$ cat config.mk
export PLATFORM = sky130hd
export DESIGN_NAME = sfp_fifo
export DESIGN_NICKNAME = d
export VERILOG_FILES = /design/src/hdl/sfp_pkg.sv /design/src/hdl/sfp_fifo.sv /design/src/hdl/sfp_ram.sv
export VERILOG_INCLUDE_DIRS = /design/src /design/src/hdl
export SDC_FILE = /design/constraint.sdc
export NUM_CORES = 1
export LEC_CHECK = 0
export BUFFER_PORTS_ARGS = -buffer_cell sky130_fd_sc_hd__buf_2
export CAP_MARGIN = 10
export CORE_MARGIN = 3
export CORE_UTILIZATION = 25
export CTS_CLUSTER_SIZE = 25
export DETAILED_ROUTE_END_ITERATION = 6
export GPL_ROUTABILITY_DRIVEN = 0
export GPL_TIMING_DRIVEN = 0
export REMOVE_ABC_BUFFERS = 1
export SLEW_MARGIN = 20
export SYNTH_ARGS = -nofsm -noshare
export SYNTH_HDL_FRONTEND = slang
export SYNTH_HIERARCHICAL = 1
export SYNTH_SLANG_ARGS = --single-unit
$ cat constraint.sdc
create_clock -name sys_clk -period 3.4 [get_ports sys_clk]
set_input_delay 0.34 -clock sys_clk [delete_from_list [all_inputs] [get_ports sys_clk]]
set_output_delay 0.34 -clock sys_clk [all_outputs]
set_load 0.1 [all_outputs]
$ cat src/hdl/sfp_params.svh
// constants for the synchronous fifo with programmable flags
// Behaviour
// - each input and output transfer carries one 9-bit word
// - flag mode: store on write edge when primary enable low, load high, full high
// - dual mode: store needs primary low, secondary high, full high
// - dual-purpose pin level during reset picks dual-enable or flag mode
// - no word is stored while the full flag is low
// - flag mode with load low: write edge fills an offset register
// - read edge outputs next word when both read enables low, not empty
// - load low: read edges put offset register contents on the outputs
// - empty flag low when no words; updated on read edges only
// - full flag low when no free location; updated on write edges only
// - almost-empty low from fill level against the empty offset
// - almost-full low from free space against the full offset
// - reset is needed before use and leaves the queue empty
// - data outputs drive while output enable low, float while high
// - offset accesses cycle empty lo, empty hi, full lo, full hi, wrap
// - both offsets default to seven words after reset
// - almost-empty low at n or fewer words, high from n plus one
// - reads on an empty queue keep the last good word on the outputs
`ifndef SFP_PARAMS_SVH
`define SFP_PARAMS_SVH

`define SFP_DATA_W     9
`define SFP_BYTE_W     8
`define SFP_OFS_W      16
`define SFP_LO_BYTE    7:0
`define SFP_HI_BYTE    15:8
`define SFP_OFS_RESET  16'h0007
`define SFP_DEPTH_DEF  64
`define SFP_DEPTH_MIN  64
`define SFP_DEPTH_MAX  8192
`define SFP_DATA_RESET 9'h000

`endif

$ cat src/hdl/sfp_pkg.sv
// types shared by the fifo and its storage array
`include "sfp_params.svh"
package sfp_pkg;
    // mode caught from the dual-purpose pin during reset
    typedef enum logic [0:0] {
        SFP_MODE_PROG = 1'b0,
        SFP_MODE_DUAL = 1'b1
    } sfp_mode_t;

    // position in the offset register access sequence
    typedef enum logic [1:0] {
        SFP_SEL_EMPTY_LO = 2'b00,
        SFP_SEL_EMPTY_HI = 2'b01,
        SFP_SEL_FULL_LO  = 2'b10,
        SFP_SEL_FULL_HI  = 2'b11
    } sfp_sel_t;

    typedef struct packed {
        logic wr_en_primary_n;
        logic wr_en_secondary_or_load;
    } sfp_wr_ctl_t;

    typedef struct packed {
        logic rd_en_a_n;
        logic rd_en_b_n;
    } sfp_rd_ctl_t;

    typedef struct packed {
        logic full_flag_n;
        logic almost_full_n;
        logic almost_empty_n;
        logic empty_flag_n;
    } sfp_flags_t;
endpackage : sfp_pkg

$ cat src/hdl/sfp_fifo.sv
// synchronous fifo with full, empty and programmable almost flags
`include "sfp_params.svh"
module sfp_fifo #(
    parameter int DEPTH = `SFP_DEPTH_DEF
) (
    input  wire logic                   sys_clk,
    input  wire logic                   nrst,
    input  wire logic                   wr_clk,
    input  wire logic                   rd_clk,
    input  wire logic [`SFP_DATA_W-1:0] wr_data_in,
    input  wire sfp_pkg::sfp_wr_ctl_t   wr_ctl,
    input  wire sfp_pkg::sfp_rd_ctl_t   rd_ctl,
    input  wire logic                   oe_n,
    output logic      [`SFP_DATA_W-1:0] rd_data_out,
    output logic                        rd_data_oe,
    output sfp_pkg::sfp_flags_t         flags,
    output sfp_pkg::sfp_mode_t          mode
);
    import sfp_pkg::*;

    localparam int AW = $clog2(DEPTH);
    localparam logic [16:0] DEPTH_W = 17'(DEPTH);

    // ****************************************************
    // elaboration checks
    // ****************************************************
    if (DEPTH < `SFP_DEPTH_MIN || DEPTH > `SFP_DEPTH_MAX ||
        (DEPTH & (DEPTH - 1)) != 0) begin : g_bad_depth
        $error("depth must be a power of two from 64 to 8192");
    end

    // ****************************************************
    // functions
    // ****************************************************
    // pick the byte of the offset pair that the sequence points at
    function automatic logic [`SFP_BYTE_W-1:0] ofs_byte(
        input sfp_sel_t             sel,
        input logic [`SFP_OFS_W-1:0] e_ofs,
        input logic [`SFP_OFS_W-1:0] f_ofs
    );
        logic [`SFP_BYTE_W-1:0] b;
        case (sel)
            SFP_SEL_EMPTY_LO: b = e_ofs[`SFP_LO_BYTE];
            SFP_SEL_EMPTY_HI: b = e_ofs[`SFP_HI_BYTE];
            SFP_SEL_FULL_LO:  b = f_ofs[`SFP_LO_BYTE];
            SFP_SEL_FULL_HI:  b = f_ofs[`SFP_HI_BYTE];
            default:          b = e_ofs[`SFP_LO_BYTE];
        endcase
        return b;
    endfunction : ofs_byte

    // next position in the four-step offset sequence, wrapping
    function automatic sfp_sel_t sel_step(input sfp_sel_t sel);
        return sfp_sel_t'(2'(sel + 2'h1));
    endfunction : sel_step

    // ****************************************************
    // state
    // ****************************************************
    logic                   wr_clk_prev_reg, wr_clk_prev_next;
    logic                   rd_clk_prev_reg, rd_clk_prev_next;
    sfp_mode_t              mode_reg,        mode_next;
    logic [AW-1:0]          wr_ptr_reg,      wr_ptr_next;
    logic [AW-1:0]          rd_ptr_reg,      rd_ptr_next;
    logic [AW:0]            count_reg,       count_next;
    sfp_flags_t             flags_reg,       flags_next;
    logic [`SFP_OFS_W-1:0]  e_ofs_reg,       e_ofs_next;
    logic [`SFP_OFS_W-1:0]  f_ofs_reg,       f_ofs_next;
    sfp_sel_t               sel_reg,         sel_next;
    logic [`SFP_DATA_W-1:0] dout_reg,        dout_next;

    logic                   wr_edge, rd_edge;
    logic                   prog_mode, load_low, rd_en;
    logic                   do_write, do_read, ofs_write, ofs_read;
    logic [`SFP_DATA_W-1:0] mem_rdata;
    logic [16:0]            af_sum;

    // ****************************************************
    // strobe decode
    // ****************************************************
    // pins are synchronous, so a plain previous-value compare finds edges
    assign wr_edge   = wr_clk & ~wr_clk_prev_reg;
    assign rd_edge   = rd_clk & ~rd_clk_prev_reg;
    assign prog_mode = (mode_reg == SFP_MODE_PROG);
    assign load_low  = prog_mode & ~wr_ctl.wr_en_secondary_or_load;
    assign rd_en     = ~rd_ctl.rd_en_a_n & ~rd_ctl.rd_en_b_n;

    // both modes need primary low and second pin high to store
    assign do_write  = wr_edge & ~wr_ctl.wr_en_primary_n &
                       wr_ctl.wr_en_secondary_or_load &
                       flags_reg.full_flag_n;
    assign ofs_write = wr_edge & load_low &
                       ~wr_ctl.wr_en_primary_n;
    assign ofs_read  = rd_edge & load_low & rd_en;
    // underflow guard uses the registered flag, never the live count
    assign do_read   = rd_edge & rd_en & ~load_low &
                       flags_reg.empty_flag_n;

    // ****************************************************
    // storage
    // ****************************************************
    sfp_ram #(
        .DEPTH (DEPTH)
    ) u_ram (
        .sys_clk (sys_clk),
        .wr_en   (do_write),
        .wr_addr (wr_ptr_reg),
        .wr_data (wr_data_in),
        .rd_addr (rd_ptr_reg),
        .rd_data (mem_rdata)
    );

    // ****************************************************
    // next-state logic
    // ****************************************************
    // mode follows the pin throughout reset and freezes on release
    always_comb begin
        wr_clk_prev_next = wr_clk;
        rd_clk_prev_next = rd_clk;
        mode_next = nrst ? mode_reg
                  : sfp_mode_t'(wr_ctl.wr_en_secondary_or_load);
        wr_ptr_next = do_write ? AW'(wr_ptr_reg + 1'b1) : wr_ptr_reg;
        rd_ptr_next = do_read  ? AW'(rd_ptr_reg + 1'b1) : rd_ptr_reg;
        count_next  = count_reg;
        if (do_write && !do_read) begin
            count_next = (AW+1)'(count_reg + 1'b1);
        end else if (do_read && !do_write) begin
            count_next = (AW+1)'(count_reg - 1'b1);
        end
    end

    // flags: empty side moves on read edges, full side on write edges
    always_comb begin
        flags_next = flags_reg;
        af_sum     = 17'(count_next) + 17'(f_ofs_reg);
        if (rd_edge) begin
            flags_next.empty_flag_n   = (count_next != '0);
            flags_next.almost_empty_n =
                (17'(count_next) > 17'(e_ofs_reg));
        end
        if (wr_edge) begin
            flags_next.full_flag_n   =
                (17'(count_next) != DEPTH_W);
            flags_next.almost_full_n = (af_sum < DEPTH_W);
        end
    end

    // offset registers and their shared access sequence
    always_comb begin
        e_ofs_next = e_ofs_reg;
        f_ofs_next = f_ofs_reg;
        sel_next   = sel_reg;
        if (ofs_write) begin
            case (sel_reg)
                SFP_SEL_EMPTY_LO:
                    e_ofs_next[`SFP_LO_BYTE] = wr_data_in[`SFP_LO_BYTE];
                SFP_SEL_EMPTY_HI:
                    e_ofs_next[`SFP_HI_BYTE] = wr_data_in[`SFP_LO_BYTE];
                SFP_SEL_FULL_LO:
                    f_ofs_next[`SFP_LO_BYTE] = wr_data_in[`SFP_LO_BYTE];
                SFP_SEL_FULL_HI:
                    f_ofs_next[`SFP_HI_BYTE] = wr_data_in[`SFP_LO_BYTE];
                default: begin
                    e_ofs_next = e_ofs_reg;
                end
            endcase
        end
        // position is kept while the load pin is high
        if (ofs_write || ofs_read) begin
            sel_next = sel_step(sel_reg);
        end
    end

    // output register holds the last good word otherwise
    always_comb begin
        dout_next = dout_reg;
        if (do_read) begin
            dout_next = mem_rdata;
        end else if (ofs_read) begin
            dout_next = {1'b0, ofs_byte(sel_reg, e_ofs_reg, f_ofs_reg)};
        end
    end

    // ****************************************************
    // registers
    // ****************************************************
    always_ff @(posedge sys_clk) begin
        mode_reg <= mode_next;
        if (!nrst) begin
            wr_clk_prev_reg <= 1'b1;
            rd_clk_prev_reg <= 1'b1;
            wr_ptr_reg      <= '0;
            rd_ptr_reg      <= '0;
            count_reg       <= '0;
            flags_reg       <= '{full_flag_n: 1'b1, almost_full_n: 1'b1,
                                 almost_empty_n: 1'b0,
                                 empty_flag_n: 1'b0};
            e_ofs_reg       <= `SFP_OFS_RESET;
            f_ofs_reg       <= `SFP_OFS_RESET;
            sel_reg         <= SFP_SEL_EMPTY_LO;
            dout_reg        <= `SFP_DATA_RESET;
        end else begin
            wr_clk_prev_reg <= wr_clk_prev_next;
            rd_clk_prev_reg <= rd_clk_prev_next;
            wr_ptr_reg      <= wr_ptr_next;
            rd_ptr_reg      <= rd_ptr_next;
            count_reg       <= count_next;
            flags_reg       <= flags_next;
            e_ofs_reg       <= e_ofs_next;
            f_ofs_reg       <= f_ofs_next;
            sel_reg         <= sel_next;
            dout_reg        <= dout_next;
        end
    end

    assign rd_data_out = dout_reg;
    assign rd_data_oe  = ~oe_n;
    assign flags       = flags_reg;
    assign mode        = mode_reg;
endmodule : sfp_fifo

$ cat src/hdl/sfp_ram.sv
// storage array of the fifo: one write port, one combinational read port
`include "sfp_params.svh"
module sfp_ram #(
    parameter int DEPTH = `SFP_DEPTH_DEF,
    parameter int AW    = $clog2(DEPTH)
) (
    input  wire logic                   sys_clk,
    input  wire logic                   wr_en,
    input  wire logic [AW-1:0]          wr_addr,
    input  wire logic [`SFP_DATA_W-1:0] wr_data,
    input  wire logic [AW-1:0]          rd_addr,
    output logic      [`SFP_DATA_W-1:0] rd_data
);
    import sfp_pkg::*;

    logic [`SFP_DATA_W-1:0] mem [DEPTH];

    // no reset on the array: contents are only read after being written
    always_ff @(posedge sys_clk) begin
        if (wr_en) begin
            mem[wr_addr] <= wr_data;
        end
    end

    assign rd_data = mem[rd_addr];
endmodule : sfp_ram

==> out/results.txt, run 1 <==
worst skew pair latency - 630 ps
gr usage total - 10.75%
Synthesis Warnings - 6
final setup margin - -60.86 ps
post-synthesis sequential area ratio - 71.39%
area of the core - 103600 um^2
Die ar. - 108600 um^2
RSZ-0062 raised after global routing - true
row cnt - 118
Final Non-Filler Cells - 2954
DRT antenna net count - 0
CP Max Fanout - 5
cell breakdown of the critical path - or4b_4 -> nor3_4 -> nand2_2 -> o22ai_4 -> xnor2_4 -> inv_2 -> ha_4 -> a21oi_4 -> o211ai_1 -> nand2_1 -> mux2_2 -> or4_1 -> o31ai_1
Placed Cells incl. Taps - 2825
fillers - 10.15k
Die X - 329.6 um
DRC - 10
hold path depth - 2
Hold Startpoint - nrst
fmax - 288.9 MHz
Inserted Clock Buffers - 60
top_reg_cell synth - edfxtp_1
grt total ovfl - 0
count of input and output buffers - 32
layout cells sized above 1 - 21.35%
Avg Cell Area, Syn - 17.68 um^2
largest net degree at the start of global routing - 69
via count - 13.78k
Final Cycle Share - 101.8%
max_cap viols - 0
number of global-route vias before repair - 13.65k
met1 track demand over resource - 14.52%
busiest layer in global routing - met2
clk_skew - 30.16 ps
Critical Path RT - 3940 ps
Pins Over Slew Limit - 0
failing checks - design-rule violations, negative setup slack
DR vias/cell - 4.664
R2R Path End - flags[2]$_SDFFE_PN1N_
cells on worst reg2reg path - 13
Seq cells post-synth - 645
Post-Route WL - 59.50 mm
First-pass DRT Iterations - 7
Post-synth EDFFs - 577
Hold Crit Class - input pin to flop
largest cells by area after synthesis - edfxtp_1 66%, mux4_2 12%, dfxtp_1 5.2%
Hold Crit Endpoint - f_ofs_reg[0]$_SDFFE_PN1P_
Hold Vio Cnt, Final - 0
PD cells - 515.8 nW/um^2
Root Buffer - clkbuf_16
leak pwr - 9.045 nW
CP max stage delay - 590 ps
VDD IR max - 0.0003784 V
Reg clk slew, reported paths - 70 ps
status - complete, but fails checks
worst slack at placement - -824.1 ps
max reg flops - 576
Nets - 1566
final worst path period need - 3461 ps
R2R setup slack - -60 ps
Critical Path Slowest Stage Cell - or4b_4
Async S/R FF share, synth - 0%
first-pass GRT wire length - 88.76 mm
FF-to-FF Start - rd_clk_prev_reg$_SDFF_PN1_
hpwl dp - 36.03 mm
die height - 329.6 um
WS Path Type - flop to flop
type of origin of the critical path - flop
initial detailed-routing violation count - 1245
synthesized area - 26180 um^2
data arrival time of the worst path - 4000 ps
CP Capture Type - flop
Ant. Diodes - 0
most common cell in the netlist - edfxtp_1
top cell type's share of synthesized area - 66.19%
H-Tree Depth - 2
Initial Utilization - 25.26%
Synth cell types - 71
headroom to the max-slew limit - 23.49%
initial antenna violation count - 1
Ports - 33
Worst-Margin Slew - 1143 ps
most common library cells after synthesis - 577 x edfxtp_1, 143 x mux4_2, 109 x nor2_1
CTS tree - done
final setup fails - 1
met2 usage in global routing - 17.97%
area delta synth->final - 15.65%
Syn Inst Count - 1481
routing usage on met3 - 1.667%
Sinks on Clock Net - 645
clock buffer depth - 3
leading area contributor after synthesis - edfxtp_1
DR WL/cell - 20.14 um
[area by class of cell]
cell class / instances / area, um^2 / share of cell area [%]
multi-input cells: 735 / 7166 / 23.67
flip-flops and latches: 645 / 18700 / 61.78
clock inverters: 41 / 420.4 / 1.389
well taps: 1380 / 1727 / 5.703
repair buffers: 63 / 598.1 / 1.975
inverters: 21 / 83.83 / 0.2769
clock buffers: 69 / 1578 / 5.211
[timing repair]
| action | 4_1_cts | 5_1_grt |
|---|---|---|
| cloned | 1 | 0 |
| hold endpoints to repair | 3 | 0 |
| endpoints found under the setup margin | 5 | 4 |
| buffers inserted | 8 | 7 |
| pin swaps | 4 | 13 |
| gates resized for setup | 21 | 19 |
| hold buffers | 3 | 0 |
[cells by family after synthesis]
logic type,synth area share (%)
compound gates,4.574
xor+xnor,0.5592
fa+ha+maj,1.052
buf+inv,1.974
flops,71.39
mux,14.28
simple gates,6.175
[layer usage]
layer | vias up | routed length (um)
li1 | 6063 | -
met1 | 7212 | 25880
met2 | 426 | 29130
met3 | 75 | 3048
met4 | 0 | 1438
met5 | - | 0
[worst max-delay path: cells and delay by family (launching register included)]
| family | cells | cell delay, ps |
|---|---|---|
| simple gates | 5 | 1450 |
| compound gates | 4 | 750 |
| flops | 1 | 340 |
| xor+xnor | 1 | 170 |
| buf+inv | 1 | 80 |
| mux | 1 | 250 |
| fa+ha+maj | 1 | 320 |
[power by group]
| part | internal, mW | total [mW] | leakage, nW | switching (mW) |
|---|---|---|---|---|
| clock network | 3.92 | 6.74 | 0.964 | 2.81 |
| logic | 0.0425 | 0.246 | 2.34 | 0.203 |
| registers | 8.63 | 8.63 | 5.74 | 0.00835 |
| total | 12.6 | 15.6 | 9.05 | 3.03 |
[how the worst max path moves through the flow]
stage | startpoint | endpoint | slack, ps
finish | rd_clk_prev_reg$_SDFF_PN1_ | flags[2]$_SDFFE_PN1N_ | -60
global route | rd_clk_prev_reg$_SDFF_PN1_ | flags[2]$_SDFFE_PN1N_ | -160
CTS | rd_clk_prev_reg$_SDFF_PN1_ | flags[2]$_SDFFE_PN1N_ | -70
detailed placement | rd_ctl[0] | flags[2]$_SDFFE_PN1N_ | -820
global placement | rd_ptr_reg[0]$_SDFFE_PN0P_ | rd_data_out[2]$_SDFFE_PN0P_ | -8190
floorplan | rd_ptr_reg[0]$_SDFFE_PN0P_ | rd_data_out[2]$_SDFFE_PN0P_ | -4230
[stage by stage]
step / utilization [%] / setup TNS [ps] / cell area, um^2 / power, mW / hold slack [ps]
2_1_floorplan: - / -93370 / 25740 / 8.879 / 411.8
3_3_place_gp: 26.66 / -179250 / 27630 / 9.035 / 462.7
3_5_place_dp: 26.95 / -3547 / 27930 / 9.044 / 469.4
4_1_cts: 29.06 / -73.58 / 30120 / 15.78 / 20.18
5_1_grt: 29.21 / -159.5 / 30280 / 16.09 / 48.55
6_report: 29.21 / -60.86 / 30280 / 15.62 / 71.48
[cell usage in the layout, fill, tap and decap left out, types with 5 or more instances in the layout]
| cell type | count |
|---|---|
| nand4_1 | 9 |
| nand2b_1 | 11 |
| buf_4 | 22 |
| nand2_1 | 86 |
| mux2_2 | 5 |
| dfxtp_1 | 62 |
| edfxtp_1 | 577 |
| clkbuf_16 | 62 |
| nand3_1 | 60 |
| xor2_1 | 7 |
| inv_1 | 17 |
| nor2_1 | 109 |
| clkbuf_1 | 7 |
| mux4_2 | 143 |
| nor3_1 | 5 |
| a22oi_1 | 18 |
| o21ai_0 | 15 |
| mux2i_1 | 25 |
| o22ai_1 | 9 |
| buf_2 | 27 |
| buf_16 | 7 |
| nor2b_1 | 17 |
| o221ai_1 | 5 |
| a2111oi_0 | 6 |
| a222oi_1 | 8 |
| bufinv_16 | 8 |
| o21ai_1 | 10 |
| and2_1 | 9 |
| a211oi_1 | 5 |
| mux4_1 | 8 |
| clkinv_2 | 7 |
| a21oi_1 | 47 |
| o211ai_1 | 17 |
| ha_1 | 20 |
| clkinv_1 | 17 |
Note: power is estimated with default switching activity, not from simulation.
==> inputs of run 2 (changes only) <==
--- a/config.mk
+++ b/config.mk
@@ -6,12 +6,12 @@
 export SDC_FILE = /design/constraint.sdc
 export NUM_CORES = 1
 export LEC_CHECK = 0
-export BUFFER_PORTS_ARGS = -buffer_cell sky130_fd_sc_hd__buf_2
 export CAP_MARGIN = 10
 export CORE_MARGIN = 3
 export CORE_UTILIZATION = 25
 export CTS_CLUSTER_SIZE = 25
 export DETAILED_ROUTE_END_ITERATION = 6
+export DONT_BUFFER_PORTS = 1
 export GPL_ROUTABILITY_DRIVEN = 0
 export GPL_TIMING_DRIVEN = 0
 export REMOVE_ABC_BUFFERS = 1
==> constraint.sdc (replaced) <==
create_clock -name sys_clk -period 3.5 [get_ports sys_clk]
set_input_delay 0.35 -clock sys_clk [delete_from_list [all_inputs] [get_ports sys_clk]]
set_output_delay 0.35 -clock sys_clk [all_outputs]
set_load 0.1 [all_outputs]
==> run 2 against run 1 <==
  * The run ends with negative setup slack left
  * Clock-buffer cell count grew 23
  * Die area unchanged
  * Sequential cell count did not move
  * Setup slack got worse by 80 ps
  * Sequential share of layout area down 0.72 points
  * First-iteration DRC count grew 8.6%
  * Highest routed layer unchanged
  * Critical path type unchanged
  * Maximum frequency shrank 4.9%
  * Combinational power fell by 6%
  * Design area rose by 1.2%
  * Wire length up 3.7%
  * Worst hold slack better by 15 ps
==> out/results.txt, run 2 (synthesis gave the netlist of run 1 again) <==
First-pass DRT Iterations - 7 (unchanged)
DR vias/cell - 4.710 (was 4.664)
Reg clk slew, reported paths - 60 ps (was 70 ps)
Pint - 12.48 mW (was 12.59 mW)
R2R setup slack - -140 ps (was -60 ps)
Initial Utilization - 25.26% (unchanged)
FF/Latch Area - 18710 um^2 (was 18700 um^2)
Setup TNS - -140.4 ps (was -60.86 ps)
fmax - 274.7 MHz (was 288.9 MHz)
PD cells - 507.4 nW/um^2 (was 515.8 nW/um^2)
Hold Crit Class - input pin to flop (unchanged)
Hold Vio Cnt, Final - 0 (unchanged)
data arrival time of the worst path - 4150 ps (was 4000 ps)
leak pwr - 9.117 nW (was 9.045 nW)
Pins Over Slew Limit - 0 (unchanged)
Die ar. - 108600 um^2 (unchanged)
RSZ-0062 raised after global routing - true (unchanged)
Worst Setup EP - flags[2]$_SDFFE_PN1N_ (unchanged)
largest net degree at the start of global routing - 69 (unchanged)
Inserted Clock Buffers - 69 (was 60)
type of origin of the critical path - flop (unchanged)
launch point of the worst path - mode$_DFFE_PN_ (was rd_clk_prev_reg$_SDFF_PN1_)
Flop pwr share - 54.1% (was 55.3%)
count of input and output buffers - 0 (was 32)
DRC - 0 (was 10)
commonest non-fill, non-tap cell in the layout - edfxtp_1 (unchanged)
Root Buffer - clkbuf_16 (unchanged)
clk_skew - 24.15 ps (was 30.16 ps)
WS Path Type - flop to flop (unchanged)
combinational power share - 1.5% (was 1.6%)
fillers - 10.10k (was 10.15k)
sw frac - 19.74% (was 19.38%)
grt total ovfl - 0 (unchanged)
H-Tree Depth - 3 (was 2)
Nets - 1562 (was 1566)
Psw - 3.069 mW (was 3.027 mW)
CP Max Fanout - 5 (unchanged)
R2R Path End - flags[2]$_SDFFE_PN1N_ (unchanged)
Post-Route WL - 61.71 mm (was 59.50 mm)
DR WL/cell - 20.88 um (was 20.14 um)
DRT antenna net count - 0 (unchanged)
CP Capture Type - flop (unchanged)
CTS tree - done (unchanged)
Final Cycle Share - 104.0% (was 101.8%)
number of global-route vias before repair - 13.99k (was 13.65k)
failing checks - negative setup slack (was design-rule violations, negative setup slack)
Ports - 33 (unchanged)
die height - 329.6 um (unchanged)
max_cap viols - 0 (unchanged)
final setup fails - 1 (unchanged)
hpwl dp - 36.75 mm (was 36.03 mm)
Placed Cells incl. Taps - 2791 (was 2825)
status - complete, but fails checks (unchanged)
first-pass GRT wire length - 91.67 mm (was 88.76 mm)
row cnt - 118 (unchanged)
final setup margin - -140.4 ps (was -60.86 ps)
most frequent cells in the layout - 577 x edfxtp_1, 143 x mux4_2, 93 x nor2_1 (was 577 x edfxtp_1, 143 x mux4_2, 109 x nor2_1)
area delta synth->final - 17.03% (was 15.65%)
initial detailed-routing violation count - 1352 (was 1245)
headroom to the max-slew limit - 25.03% (was 23.49%)
Worst-Margin Slew - 1120 ps (was 1143 ps)
Multi-input gate area - 7264 um^2 (was 7166 um^2)
cells on worst reg2reg path - 13 (unchanged)
Final Non-Filler Cells - 2956 (was 2954)
clock buffer depth - 3 (unchanged)
FF-to-FF Start - mode$_DFFE_PN_ (was rd_clk_prev_reg$_SDFF_PN1_)
area of the core - 103600 um^2 (unchanged)
max reg flops - 576 (unchanged)
Sinks on Clock Net - 645 (unchanged)
Die X - 329.6 um (unchanged)
Critical Path RT - 4010 ps (was 3940 ps)
initial antenna violation count - 2 (was 1)
worst skew pair latency - 590 ps (was 630 ps)
via count - 13.92k (was 13.78k)
clock power share - 44.4% (was 43.1%)
VDD IR max - 0.0004068 V (was 0.0003784 V)
layout cells sized above 1 - 22.81% (was 21.35%)
total chip power - 15.54 mW (was 15.62 mW)
gr usage total - 11.24% (was 10.75%)
final worst path period need - 3640 ps (was 3461 ps)
run 2: cell type report:
class | count | share of cell area [%]
clock inverter | 31 | 0.6779
inverter | 21 | 0.2736
tap | 1380 | 5.636
timing repair buffer | 50 | 2.299
clock buffer | 92 | 6.326
multi-input combinational | 735 | 23.71
antenna | 2 | 0.01634
sequential | 645 | 61.06
run 2: what timing repair did:
| action | 4_1_cts | 5_1_grt |
|---|---|---|
| hold buffers | 13 | 0 |
| endpoints found under the hold margin | 618 | 0 |
| cloned | 1 | 0 |
| pin swaps | 16 | 8 |
| buffers inserted | 20 | 6 |
| resized for setup | 50 | 18 |
| setup endpoints to repair | 511 | 79 |
run 2: layer usage:
metal | track usage [%] | vias to the layer above | part of all wire, %
met4 | 4.892 | 0 | 3.6
met5 | 0 | - | 0
met1 | 14.80 | 7283 | 42
met2 | 17.75 | 478 | 48
met3 | 2.612 | 114 | 7.0
li1 | - | 6047 | -
run 2: stage by stage:
| step | cell area [um^2] | hold slack [ps] | util (%) | worst slack [ps] |
|---|---|---|---|---|
| after detailed placement | 27720 | 428.3 | 26.74 | -1393 |
| after global routing | 30630 | 56.95 | 29.55 | -309.7 |
| after floorplan | 25740 | 421.8 | - | -4131 |
| final | 30640 | 86.26 | 29.56 | -140.4 |
| after global placement | 27470 | 424.7 | 26.51 | -7458 |
| after CTS | 30480 | 35.42 | 29.41 | -211.6 |
run 2: worst max-delay path: stages, from the launching register on:
cell	delay [ps]
edfxtp_1	1060
o21ai_4	130
buf_6	180
nor2_8	120
nand2_1	90
o211ai_1	160
o21ai_2	130
ha_1	280
and3_1	160
nand3_1	120
o211a_4	260
mux2i_1	140
or4_1	560
o31ai_2	180
run 2: worst min path at each step:
stage	start	end	slack, ps	cells past startpoint
3_5_place_dp	nrst	rd_clk_prev_reg$_SDFF_PN1_	430	1
5_1_grt	rd_clk	flags[0]$_SDFFE_PN0N_	60	2
2_1_floorplan	nrst	e_ofs_reg[0]$_SDFFE_PN1P_	420	1
3_3_place_gp	nrst	e_ofs_reg[1]$_SDFFE_PN1P_	420	1
6_report	rd_clk	flags[0]$_SDFFE_PN0N_	90	2
4_1_cts	rd_clk	flags[0]$_SDFFE_PN0N_	40	2
run 2: power groups by stage:
stage               clock network [mW]  registers [mW]  logic, mW
global route                      7.38            8.40      0.253
CTS                               7.06            8.40      0.235
detailed placement                   0            8.57     0.0720
floorplan                            0            8.57     0.0524
global placement                     0            8.57     0.0697
finish                            6.91            8.41      0.232
